## src/core/acbh_defs.vh

```
// Constants for the converter control-byte host port.
// Assumes inclusion by the port module only; definitions only.
`ifndef ACBH_DEFS_VH
`define ACBH_DEFS_VH

// ==========================================================================
// Control byte field positions
`define ACBH_PWR_B1 7
`define ACBH_PWR_B0 6
`define ACBH_ACQ_SRC 5
`define ACBH_SPAN 4
`define ACBH_POLARITY 3
`define ACBH_CHAN_HI 2
`define ACBH_CHAN_LO 0

// ==========================================================================
// Reset values and mode codes
`define ACBH_CTRL_RESET 8'h00
`define ACBH_MODE_EXT_CLK 2'h0
`define ACBH_MODE_INT_CLK 2'h1
`define ACBH_MODE_STANDBY 2'h2
`define ACBH_MODE_DEEP 2'h3

// ==========================================================================
// Timing in conversion-clock cycles
`define ACBH_ACQ_CYCLES 6
`define ACBH_CONV_CYCLES 12
`define ACBH_MSB_INDEX 11
// MSB index and last acquisition count (cycles minus one) sized to the counters that load or compare them
`define ACBH_MSB_BIT 4'hB
`define ACBH_ACQ_LAST 3'h5

`endif

```

## src/core/acbh_port.v

```verilog
// Control byte, acquisition/conversion sequencing and 8+4 read port of an
// eight-channel 12-bit successive-approximation converter.
// Assumes all pins synchronous to sys_clk; the analog side supplies the
// comparator decision and follows the trial code and track/hold outputs.
`include "acbh_defs.vh"

module acbh_port #(
    parameter INT_CLK_DIV = 26,
    parameter DIV_W = 8
) (
    input wire sys_clk,
    input wire nrst,
    input wire csN,
    input wire wrN,
    input wire rdN,
    input wire high_byte_select,
    input wire [7:0] busIn,
    input wire extConvClk,
    input wire sarCompare,
    output reg [7:0] busOut,
    output reg busOe,
    output reg doneN,
    output reg tracking,
    output reg [11:0] sarTrial,
    output reg [2:0] analog_inputs,
    output reg span_sel,
    output reg polarity_sel,
    output reg intClkMode,
    output reg standby_sleep,
    output reg deep_sleep
);

    // ======================================================================
    // States
    localparam ST_IDLE = 2'h0;
    localparam ST_ACQ_INT = 2'h1;
    localparam ST_ACQ_EXT = 2'h2;
    localparam ST_CONV = 2'h3;

    reg [1:0] state;
    reg [7:0] ctrl;
    reg [11:0] result;
    reg [3:0] bitIdx;
    reg [2:0] acqCount;
    reg [DIV_W-1:0] divCount;
    reg wrPrev;
    reg rdPrev;
    reg extClkPrev;
    reg intTick;
    reg [11:0] next_trial;
    reg [11:0] next_result;

    wire wrRise;
    wire rdStart;
    wire rdActive;
    wire convTick;
    wire [1:0] modeBits;
    wire [3:0] fillBits;

    // ======================================================================
    // Strobe qualification; chip select high masks both strobes
    assign wrRise = !csN && !wrPrev && wrN;
    assign rdActive = !csN && !rdN;
    assign rdStart = rdActive && rdPrev;
    assign modeBits = ctrl[`ACBH_PWR_B1:`ACBH_PWR_B0];
    assign fillBits = polarity_sel ? {4{result[`ACBH_MSB_INDEX]}} : 4'h0;

    always @(posedge sys_clk or negedge nrst) begin
        if (!nrst) begin
            wrPrev <= 1'b1;
            rdPrev <= 1'b1;
            extClkPrev <= 1'b0;
        end else begin
            wrPrev <= wrN | csN;
            rdPrev <= !rdActive;
            extClkPrev <= extConvClk;
        end
    end

    // ======================================================================
    // Conversion clock: rising edge of the external pin, or a divided tick
    // of sys_clk standing in for the on-chip oscillator
    always @(posedge sys_clk or negedge nrst) begin
        if (!nrst) begin
            divCount <= {DIV_W{1'b0}};
            intTick <= 1'b0;
        end else if (divCount == INT_CLK_DIV[DIV_W-1:0] - 1'b1) begin
            divCount <= {DIV_W{1'b0}};
            intTick <= 1'b1;
        end else begin
            divCount <= divCount + 1'b1;
            intTick <= 1'b0;
        end
    end

    assign convTick = intClkMode ? intTick : (extConvClk && !extClkPrev);

    // ======================================================================
    // Next successive-approximation step; analog side compares offset code
    always @* begin
        next_trial = sarTrial;
        next_trial[bitIdx] = sarCompare;
        if (bitIdx != 4'h0) begin
            next_trial[bitIdx - 4'h1] = 1'b1;
        end
        // Offset binary becomes two's complement by flipping the top bit
        next_result = polarity_sel ? (next_trial ^ 12'h800) : next_trial;
    end

    // ======================================================================
    // Control byte and clock mode; power-down codes leave clock mode alone
    always @(posedge sys_clk or negedge nrst) begin
        if (!nrst) begin
            ctrl <= `ACBH_CTRL_RESET;
            intClkMode <= 1'b0;
            analog_inputs <= 3'h0;
            span_sel <= 1'b0;
            polarity_sel <= 1'b0;
        end else if (wrRise) begin
            ctrl <= busIn;
            analog_inputs <= busIn[`ACBH_CHAN_HI:`ACBH_CHAN_LO];
            span_sel <= busIn[`ACBH_SPAN];
            polarity_sel <= busIn[`ACBH_POLARITY];
            if (!busIn[`ACBH_PWR_B1]) begin
                intClkMode <= busIn[`ACBH_PWR_B0];
            end
        end
    end

    // ======================================================================
    // Acquisition and conversion sequencer
    always @(posedge sys_clk or negedge nrst) begin
        if (!nrst) begin
            state <= ST_IDLE;
            acqCount <= 3'h0;
            bitIdx <= 4'h0;
            sarTrial <= 12'h000;
            result <= 12'h000;
            tracking <= 1'b0;
        end else if (wrRise) begin
            // Any write abandons what is running, except ACBH_ACQ_SRC low in ST_ACQ_EXT, which starts conversion
            acqCount <= 3'h0;
            if (state == ST_ACQ_EXT && !busIn[`ACBH_ACQ_SRC]) begin
                state <= ST_CONV;
                tracking <= 1'b0;
                bitIdx <= `ACBH_MSB_BIT;
                sarTrial <= 12'h800;
            end else if (busIn[`ACBH_ACQ_SRC]) begin
                state <= ST_ACQ_EXT;
                tracking <= 1'b1;
            end else begin
                state <= ST_ACQ_INT;
                tracking <= 1'b1;
            end
        end else begin
            case (state)
                ST_ACQ_INT: begin
                    if (convTick) begin
                        if (acqCount == `ACBH_ACQ_LAST) begin
                            state <= ST_CONV;
                            tracking <= 1'b0;
                            bitIdx <= `ACBH_MSB_BIT;
                            sarTrial <= 12'h800;
                        end else begin
                            acqCount <= acqCount + 3'h1;
                        end
                    end
                end
                ST_CONV: begin
                    // One decision per tick, MSB first: twelve ticks in all
                    if (convTick) begin
                        sarTrial <= next_trial;
                        if (bitIdx == 4'h0) begin
                            result <= next_result;
                            state <= ST_IDLE;
                        end else begin
                            bitIdx <= bitIdx - 4'h1;
                        end
                    end
                end
                ST_ACQ_EXT: begin
                    tracking <= 1'b1;
                end
                default: begin
                    tracking <= 1'b0;
                end
            endcase
        end
    end

    // ======================================================================
    // Done flag: completion wins over a read in the same cycle
    always @(posedge sys_clk or negedge nrst) begin
        if (!nrst) begin
            doneN <= 1'b1;
        end else if (state == ST_CONV && convTick && bitIdx == 4'h0 && !wrRise) begin
            doneN <= 1'b0;
        end else if (wrRise || rdStart) begin
            doneN <= 1'b1;
        end
    end

    // ======================================================================
    // Power-down applies only once idle, so a running conversion finishes
    always @(posedge sys_clk or negedge nrst) begin
        if (!nrst) begin
            standby_sleep <= 1'b0;
            deep_sleep <= 1'b0;
        end else begin
            standby_sleep <= state == ST_IDLE && !wrRise && modeBits == `ACBH_MODE_STANDBY;
            deep_sleep <= state == ST_IDLE && !wrRise && modeBits == `ACBH_MODE_DEEP;
        end
    end

    // ======================================================================
    // Read port; one cycle of latency, floats whenever chip select is high
    always @(posedge sys_clk or negedge nrst) begin
        if (!nrst) begin
            busOe <= 1'b0;
            busOut <= 8'h00;
        end else begin
            busOe <= rdActive;
            if (high_byte_select) begin
                busOut <= {fillBits, result[11:8]};
            end else begin
                busOut <= result[7:0];
            end
        end
    end

endmodule // acbh_port

```

## config.mk

```make
export PLATFORM = sky130hd
export DESIGN_NAME = acbh_port
export DESIGN_NICKNAME = d
export VERILOG_FILES = /design/src/core/acbh_port.v
export VERILOG_INCLUDE_DIRS = /design/src /design/src/core
export SDC_FILE = /design/constraint.sdc
export NUM_CORES = 1
export LEC_CHECK = 0
export BUFFER_PORTS_ARGS = -buffer_cell sky130_fd_sc_hd__buf_2
export CORE_ASPECT_RATIO = 0.5
export CORE_UTILIZATION = 40
export DETAILED_ROUTE_END_ITERATION = 7
export GPL_TIMING_DRIVEN = 0
export PLACE_DENSITY = 0.68
export SYNTH_ARGS = -nofsm -noshare
export SYNTH_HDL_FRONTEND = slang
export SYNTH_SLANG_ARGS = --single-unit
```

## constraint.sdc

```tcl
create_clock -name sys_clk -period 2.8 [get_ports sys_clk]
set_input_delay 0 -clock sys_clk [delete_from_list [all_inputs] [get_ports sys_clk]]
set_output_delay 0 -clock sys_clk [all_outputs]
set_load 0.05 [all_outputs]
```

==> results.cfg, run 1 <==
[clocking]
path_clk_slew_ns = 0.06
cts_tree = built
htree_levels = 3
root_buffer = clkbuf_16
cts_buffer_depth = 2
numCtsBuffers = 9
numClockSinks = 66
clkLatencyLatePin_ns = 0.33

[timing]
maxSlewHeadroom_pct = 53.6
fin_crit_ns = 2.22
worst_slew_pin_slew_ns = 0.686
slew_violations = 0
finalSetupTns_ns = 0
finalHoldViolations = 0
finalSetupViolations = 0
fin_crit_sh_pct = 79.4
max_freq_mhz = 450
rsz0062_at_grt = false
skew_ns = 0.00672

[worst_setup_path]
critPathMaxStageDelay_ns = 0.59
path_cells = inv_1 -> ha_1 -> nand2_1 -> nand2_1 -> nor4b_1 -> a221o_1
r2r_cells = 6
crit_type = flop to flop
crit_fanout = 8
cpMostUsedCell = nand2_1
cp.arrival_ns = 2.49
worstPathRequired_ns = 3.07
start_kind = flop
endpoint_kind = flop
slowest_stage = nor4b_1

[cells_and_area]
finalInstanceArea_um2 = 3900
fillers = 662
nets = 404
ff_latch_area_um2 = 1660
n_antenna_cell = 0
syn2layout_area_growth_pct = 24.9
layout-drive-gt1-share_pct = 23.0
multi_input_area_um2 = 1340
fin_cells = 479

[pwr]
peakVddDrop_mv = 0.378
powerDensity_nw_per_um2 = 1050
p_leak_uw = 0.00189

[floorplanning]
rows = 22
die_area_um2 = 8190
die_y_um = 64.5
pin_count = 47
core_area_um2 = 7430
start_util_pct = 42.0
die_x_um = 127

[route]
wl_mm = 7.11
vias_per_cell = 5.23
wl_per_cell_um = 14.8
first_pass_iters = 6
drc = 0
drtAntennaViolNets = 0
drtIter0Drc = 183
vias = 2506

[flow_run]
maxCapViolations = 0

[min_path]
hp-class = input port to flop
worstHoldPathCells = 3

[synth]
synth-edff-count = 0
syn_nets = 333
synth-async-reset-ratio_pct = 100
synth_area_per_cell_um2 = 10.2
synth_cells = 307
yosysWarnings = 0
synth_seq_area_share_pct = 53.0
ys_types = 49
ys.flop_type = dfrtp_1
syn_area_um2 = 3120
synth-seq-cells = 66
yosysTopAreaCellShare_pct = 50.5
yosys.area.top_type = dfrtp_1
netlist_top_cells_area = dfrtp_1 50%, nand2_1 5.5%, ha_1 4.0%

[global_routing]
grt_pass1_vias = 2510
grt_max_degree = 43
grt_pass1_wl_mm = 12.3
grt_antenna_before_repair = 0
track_usage_pct = 19.7
overflow = 0

[place]
dpl.hpwl_mm = 5.02
io_buffers = 45
placed_cells = 449
dpl-instance-area_um2 = 3490
gp_congestion = 0.878

[outcome]
status = completed
==> metrics by stage <==
step | total power, µW | hold slack [ns] | utilization [%] | worst slack [ns]
floorplan | 2640 | -0.296 | - | 0.674
global placement | 3020 | 0.123 | 46.7 | 0.651
detailed placement | 3070 | 0.0358 | 46.9 | 0.676
CTS | 4110 | 0.0536 | 52.5 | 0.648
global route | 4330 | 0.0689 | 52.5 | 0.401
finish | 4090 | 0.0618 | 52.5 | 0.576
==> timing repair <==
action,CTS,global route
buffers inserted,0,0
gates resized for setup,0,0
hold endpoints to repair,37,0
hold buffers,14,0
==> report_power, final <==
| group | internal [µW] | switching (µW) |
|---|---|---|
| registers | 1210 | 192 |
| clock network | 594 | 420 |
| logic | 539 | 1140 |
| total | 2340 | 1750 |
==> cell families (layout without fill, tap and decap cells) <==
kind of cell / count (synthesis) / count (layout) / share of synthesized area [%]
flip-flops: 66 / 66 / 53.0
buffers and inverters: 27 / 103 / 4.01
XOR/XNOR: 10 / 10 / 2.80
AND/OR/NAND/NOR: 120 / 120 / 17.8
AO/OA/AOI/OAI: 55 / 55 / 11.9
multiplexers: 19 / 19 / 6.45
adder cells (fa/ha/maj): 10 / 10 / 4.01
==> cell usage in the layout, fill, tap and decap left out, types with 6 or more instances in the layout <==
cell	n
mux2i_1	10
nand2_1	46
dfrtp_1	63
buf_2	49
mux2_2	9
o21ai_0	10
inv_1	12
a21oi_1	18
clkbuf_1	6
ha_1	10
nor2_1	33
dlygate4sd3_1	14
clkbuf_16	9
nand3_1	13
==> synth_stat cells, types with 2 or more instances <==
library cell and number:
and2_1 2, a21oi_1 18, nor3_1 5, xor2_1 5, ha_1 10, nand2_1 46, or3_1 2, mux2_2 9
dfstp_2 3, buf_4 3, mux2i_1 10, buf_2 4, nand3_1 13, nand2b_1 2, o31a_1 2, o211ai_1 5
o22a_1 3, o21ai_0 10, inv_1 12, dfrtp_1 63, nor4b_1 3, or2_2 2, xnor2_1 5, nor4_1 2
clkbuf_1 6, a221o_1 5, nor2_1 33, nor2b_1 3
==> routing by layer <==
layer  track usage [%]  part of all wire (%)  wire length (µm)  up-vias
met5                 0                     0                 0        -
met4              8.04                   2.5               181        0
met3              5.37                   4.7               337       19
met2              31.9                    47              3340       71
met1              25.3                    46              3250     1211
li1                  -                     -                 -     1205
==> path summary, 6_finish.rpt <==
| check | from | endpoint | slack, ns |
|---|---|---|---|
| worst min register to register | ctrl[6]$_DFFE_PN0P_ | standby_sleep$_DFF_PN0_ | 0.46 |
| min in group asynchronous | nrst | busOut[4]$_DFF_PN0_ | 0.20 |
| max in group asynchronous | nrst | doneN$_DFFE_PN1P_ | 1.92 |
| worst max register to register | bitIdx[0]$_DFFE_PN0P_ | sarTrial[2]$_DFFE_PN0P_ | 0.58 |
| worst min-delay path | sarCompare | result[2]$_DFFE_PN0P_ | 0.06 |
| worst max-delay path | bitIdx[0]$_DFFE_PN0P_ | sarTrial[2]$_DFFE_PN0P_ | 0.58 |
==> critical path, delay by kind of cell (launching register included) <==
kind / cells / cell delay (ns)
flip-flops: 1 / 0.46
adder cells (fa/ha/maj): 1 / 0.32
AND/OR/NAND/NOR: 3 / 0.97
buffers and inverters: 1 / 0.14
AO/OA/AOI/OAI: 1 / 0.26
==> flip-flops by register name, summed over array words and instances, names as in the netlist <==
name,count
busOut,8
standby_sleep,1
result,12
wrPrev,1
ctrl,5
doneN,1
deep_sleep,1
sarTrial,12
rdPrev,1
acqCount,3
intClkMode,1
analog_inputs,2
extClkPrev,1
busOe,1
state,2
tracking,1
bitIdx,4
divCount,8
intTick,1
==> layout make-up <==
| cell class | count | share of cell area [%] |
|---|---|---|
| Timing Repair Buffer | 60 | 9.88 |
| Buffer | 15 | 2.05 |
| Clock buffer | 9 | 5.77 |
| Clock inverter | 7 | 1.19 |
| Sequential cell | 66 | 42.4 |
| Tap cell | 96 | 3.08 |
| Inverter | 12 | 1.15 |
| Multi-Input combinational cell | 214 | 34.4 |
(Power assumes the default switching activity.)
==> run 2: changes to the inputs <==
Clock period 2.8 ns to 2.3 ns, I/O delays scaled along.
==> results.cfg, run 2 (same netlist as run 1, synthesis figures left out) <==
[floorplanning]
rows = 22
core_area_um2 = 7430
die_area_um2 = 8190
start_util_pct = 42.0
pin_count = 47
die_y_um = 64.5
die_x_um = 127

[route]
wl_mm = 7.10
drtIter0Drc = 172
vias = 2483
drc = 0
vias_per_cell = 5.18
first_pass_iters = 6
wl_per_cell_um = 14.8
drtAntennaViolNets = 0

[worst_setup_path]
endpoint_kind = flop
worstPathRequired_ns = 2.55
slowest_stage = nor2_1
path_cells = buf_2 -> nor2_1 -> nand2_1 -> nor2_1 -> buf_2 -> nor2_1 -> a21oi_1
crit_type = flop to flop
start_kind = flop
critPathMaxStageDelay_ns = 0.40
crit_family = simple AND/OR/NAND/NOR gates
cp.arrival_ns = 2.42
cpMostUsedCell = nor2_1
critPathBufInv = 2
crit_fanout = 10

[clocking]
numCtsBuffers = 9
clkLatencyLatePin_ns = 0.33
htree_levels = 3
numClockSinks = 66
path_clk_slew_ns = 0.06
root_buffer = clkbuf_16
cts_buffer_depth = 2
cts_tree = built
cts_setup_buffers = 0

[pwr]
p_leak_uw = 0.00189
peakVddDrop_mv = 0.453
powerDensity_nw_per_um2 = 1280

[place]
placed_cells = 449
io_buffers = 45
place_ws_ns = 0.176
dpl.hpwl_mm = 5.02
gp_congestion = 0.878

[cells_and_area]
n_antenna_cell = 0
final_common_cell = dfrtp_1
final_cell_mix = 63 x dfrtp_1, 49 x buf_2, 46 x nand2_1
fillers = 661
fin_cells = 479
nets = 404
layout-drive-gt1-share_pct = 23.2
reg_top3 = result x12, sarTrial x12
syn2layout_area_growth_pct = 25.1

[timing]
finalSetupViolations = 0
worst_slew_pin_slew_ns = 0.618
fin_crit_sh_pct = 94.3
finalHoldViolations = 0
rsz0062_at_grt = false
max_freq_mhz = 461
skew_ns = 0.00609
maxSlewHeadroom_pct = 58.5
slew_violations = 0
fin_ws_ns = 0.130
fin_crit_ns = 2.17
finalSetupTns_ns = 0

[global_routing]
grt_pass1_wl_mm = 12.3
grt.met2_usage_pct = 31.9
grt_pass1_vias = 2510
grt_antenna_before_repair = 0
track_usage_pct = 19.7
grtUsageMet3_pct = 5.37
grt_max_degree = 43
overflow = 0
top_usage_layer = met2
gr-usage-met1_pct = 25.3

[min_path]
hp-class = input port to flop

[flow_run]
maxCapViolations = 0

[outcome]
status = completed
run 2: cell counts in the layout (fill, tap and decap cells not counted):
No cell type changed its count.
run 2: per-layer routing:
metal	up-vias	part of all wire, %
li1	1202	-
met3	7	4.3
met5	-	0
met4	0	1.2
met2	64	48
met1	1210	47
run 2: final timing paths:
path | cells after the start | endpoint | slack (ns) | startpoint
setup / recovery | 7 | result[7]$_DFFE_PN0P_ | 0.13 | bitIdx[3]$_DFFE_PN0P_
hold / removal | 3 | result[2]$_DFFE_PN0P_ | 0.07 | sarCompare
setup reg to reg | 7 | result[7]$_DFFE_PN0P_ | 0.13 | bitIdx[3]$_DFFE_PN0P_
hold reg to reg | 1 | standby_sleep$_DFF_PN0_ | 0.47 | ctrl[6]$_DFFE_PN0P_
max in group asynchronous | 3 | doneN$_DFFE_PN1P_ | 1.41 | nrst
min in group asynchronous | 2 | busOut[4]$_DFF_PN0_ | 0.21 | nrst
run 2: what timing repair did:
action	CTS	global route
resized for setup	0	1
endpoints found under the hold margin	37	0
setup endpoints to repair	0	3
hold buffers	14	0
run 2: area by class of cell:
| type | instances | area, µm² | share of cell area (%) |
|---|---|---|---|
| clock buffer | 9 | 225 | 5.77 |
| sequential | 66 | 1660 | 42.4 |
| tap | 96 | 120 | 3.07 |
| timing repair buffer | 60 | 385 | 9.87 |
| buffer | 15 | 80.1 | 2.05 |
| inverter | 12 | 45.0 | 1.15 |
| multi-input combinational | 214 | 1350 | 34.5 |
| clock inverter | 7 | 46.3 | 1.19 |
run 2: per-stage QoR:
| stage | power [µW] | utilization [%] | hold slack, ns | cell area, µm² |
|---|---|---|---|---|
| final | 4980 | 52.6 | 0.0654 | 3910 |
| after global routing | 5280 | 52.6 | 0.0689 | 3910 |
| after CTS | 5000 | 52.5 | 0.0536 | 3900 |
| after detailed placement | 3730 | 46.9 | 0.0358 | 3490 |
| after global placement | 3680 | 46.7 | 0.123 | 3470 |
| after floorplan | 3220 | - | -0.296 | 3120 |
run 2: report_power, final:
part	switching (µW)	leakage, µW	internal [µW]
registers	234	0.000814	1470
clock network	504	0.000127	723
logic	1390	0.000951	658
run 2: worst min-delay path, cell delays in order:
cell and delay [ns]:
buf_2 0.12, mux2i_1 0.09, a21oi_1 0.14
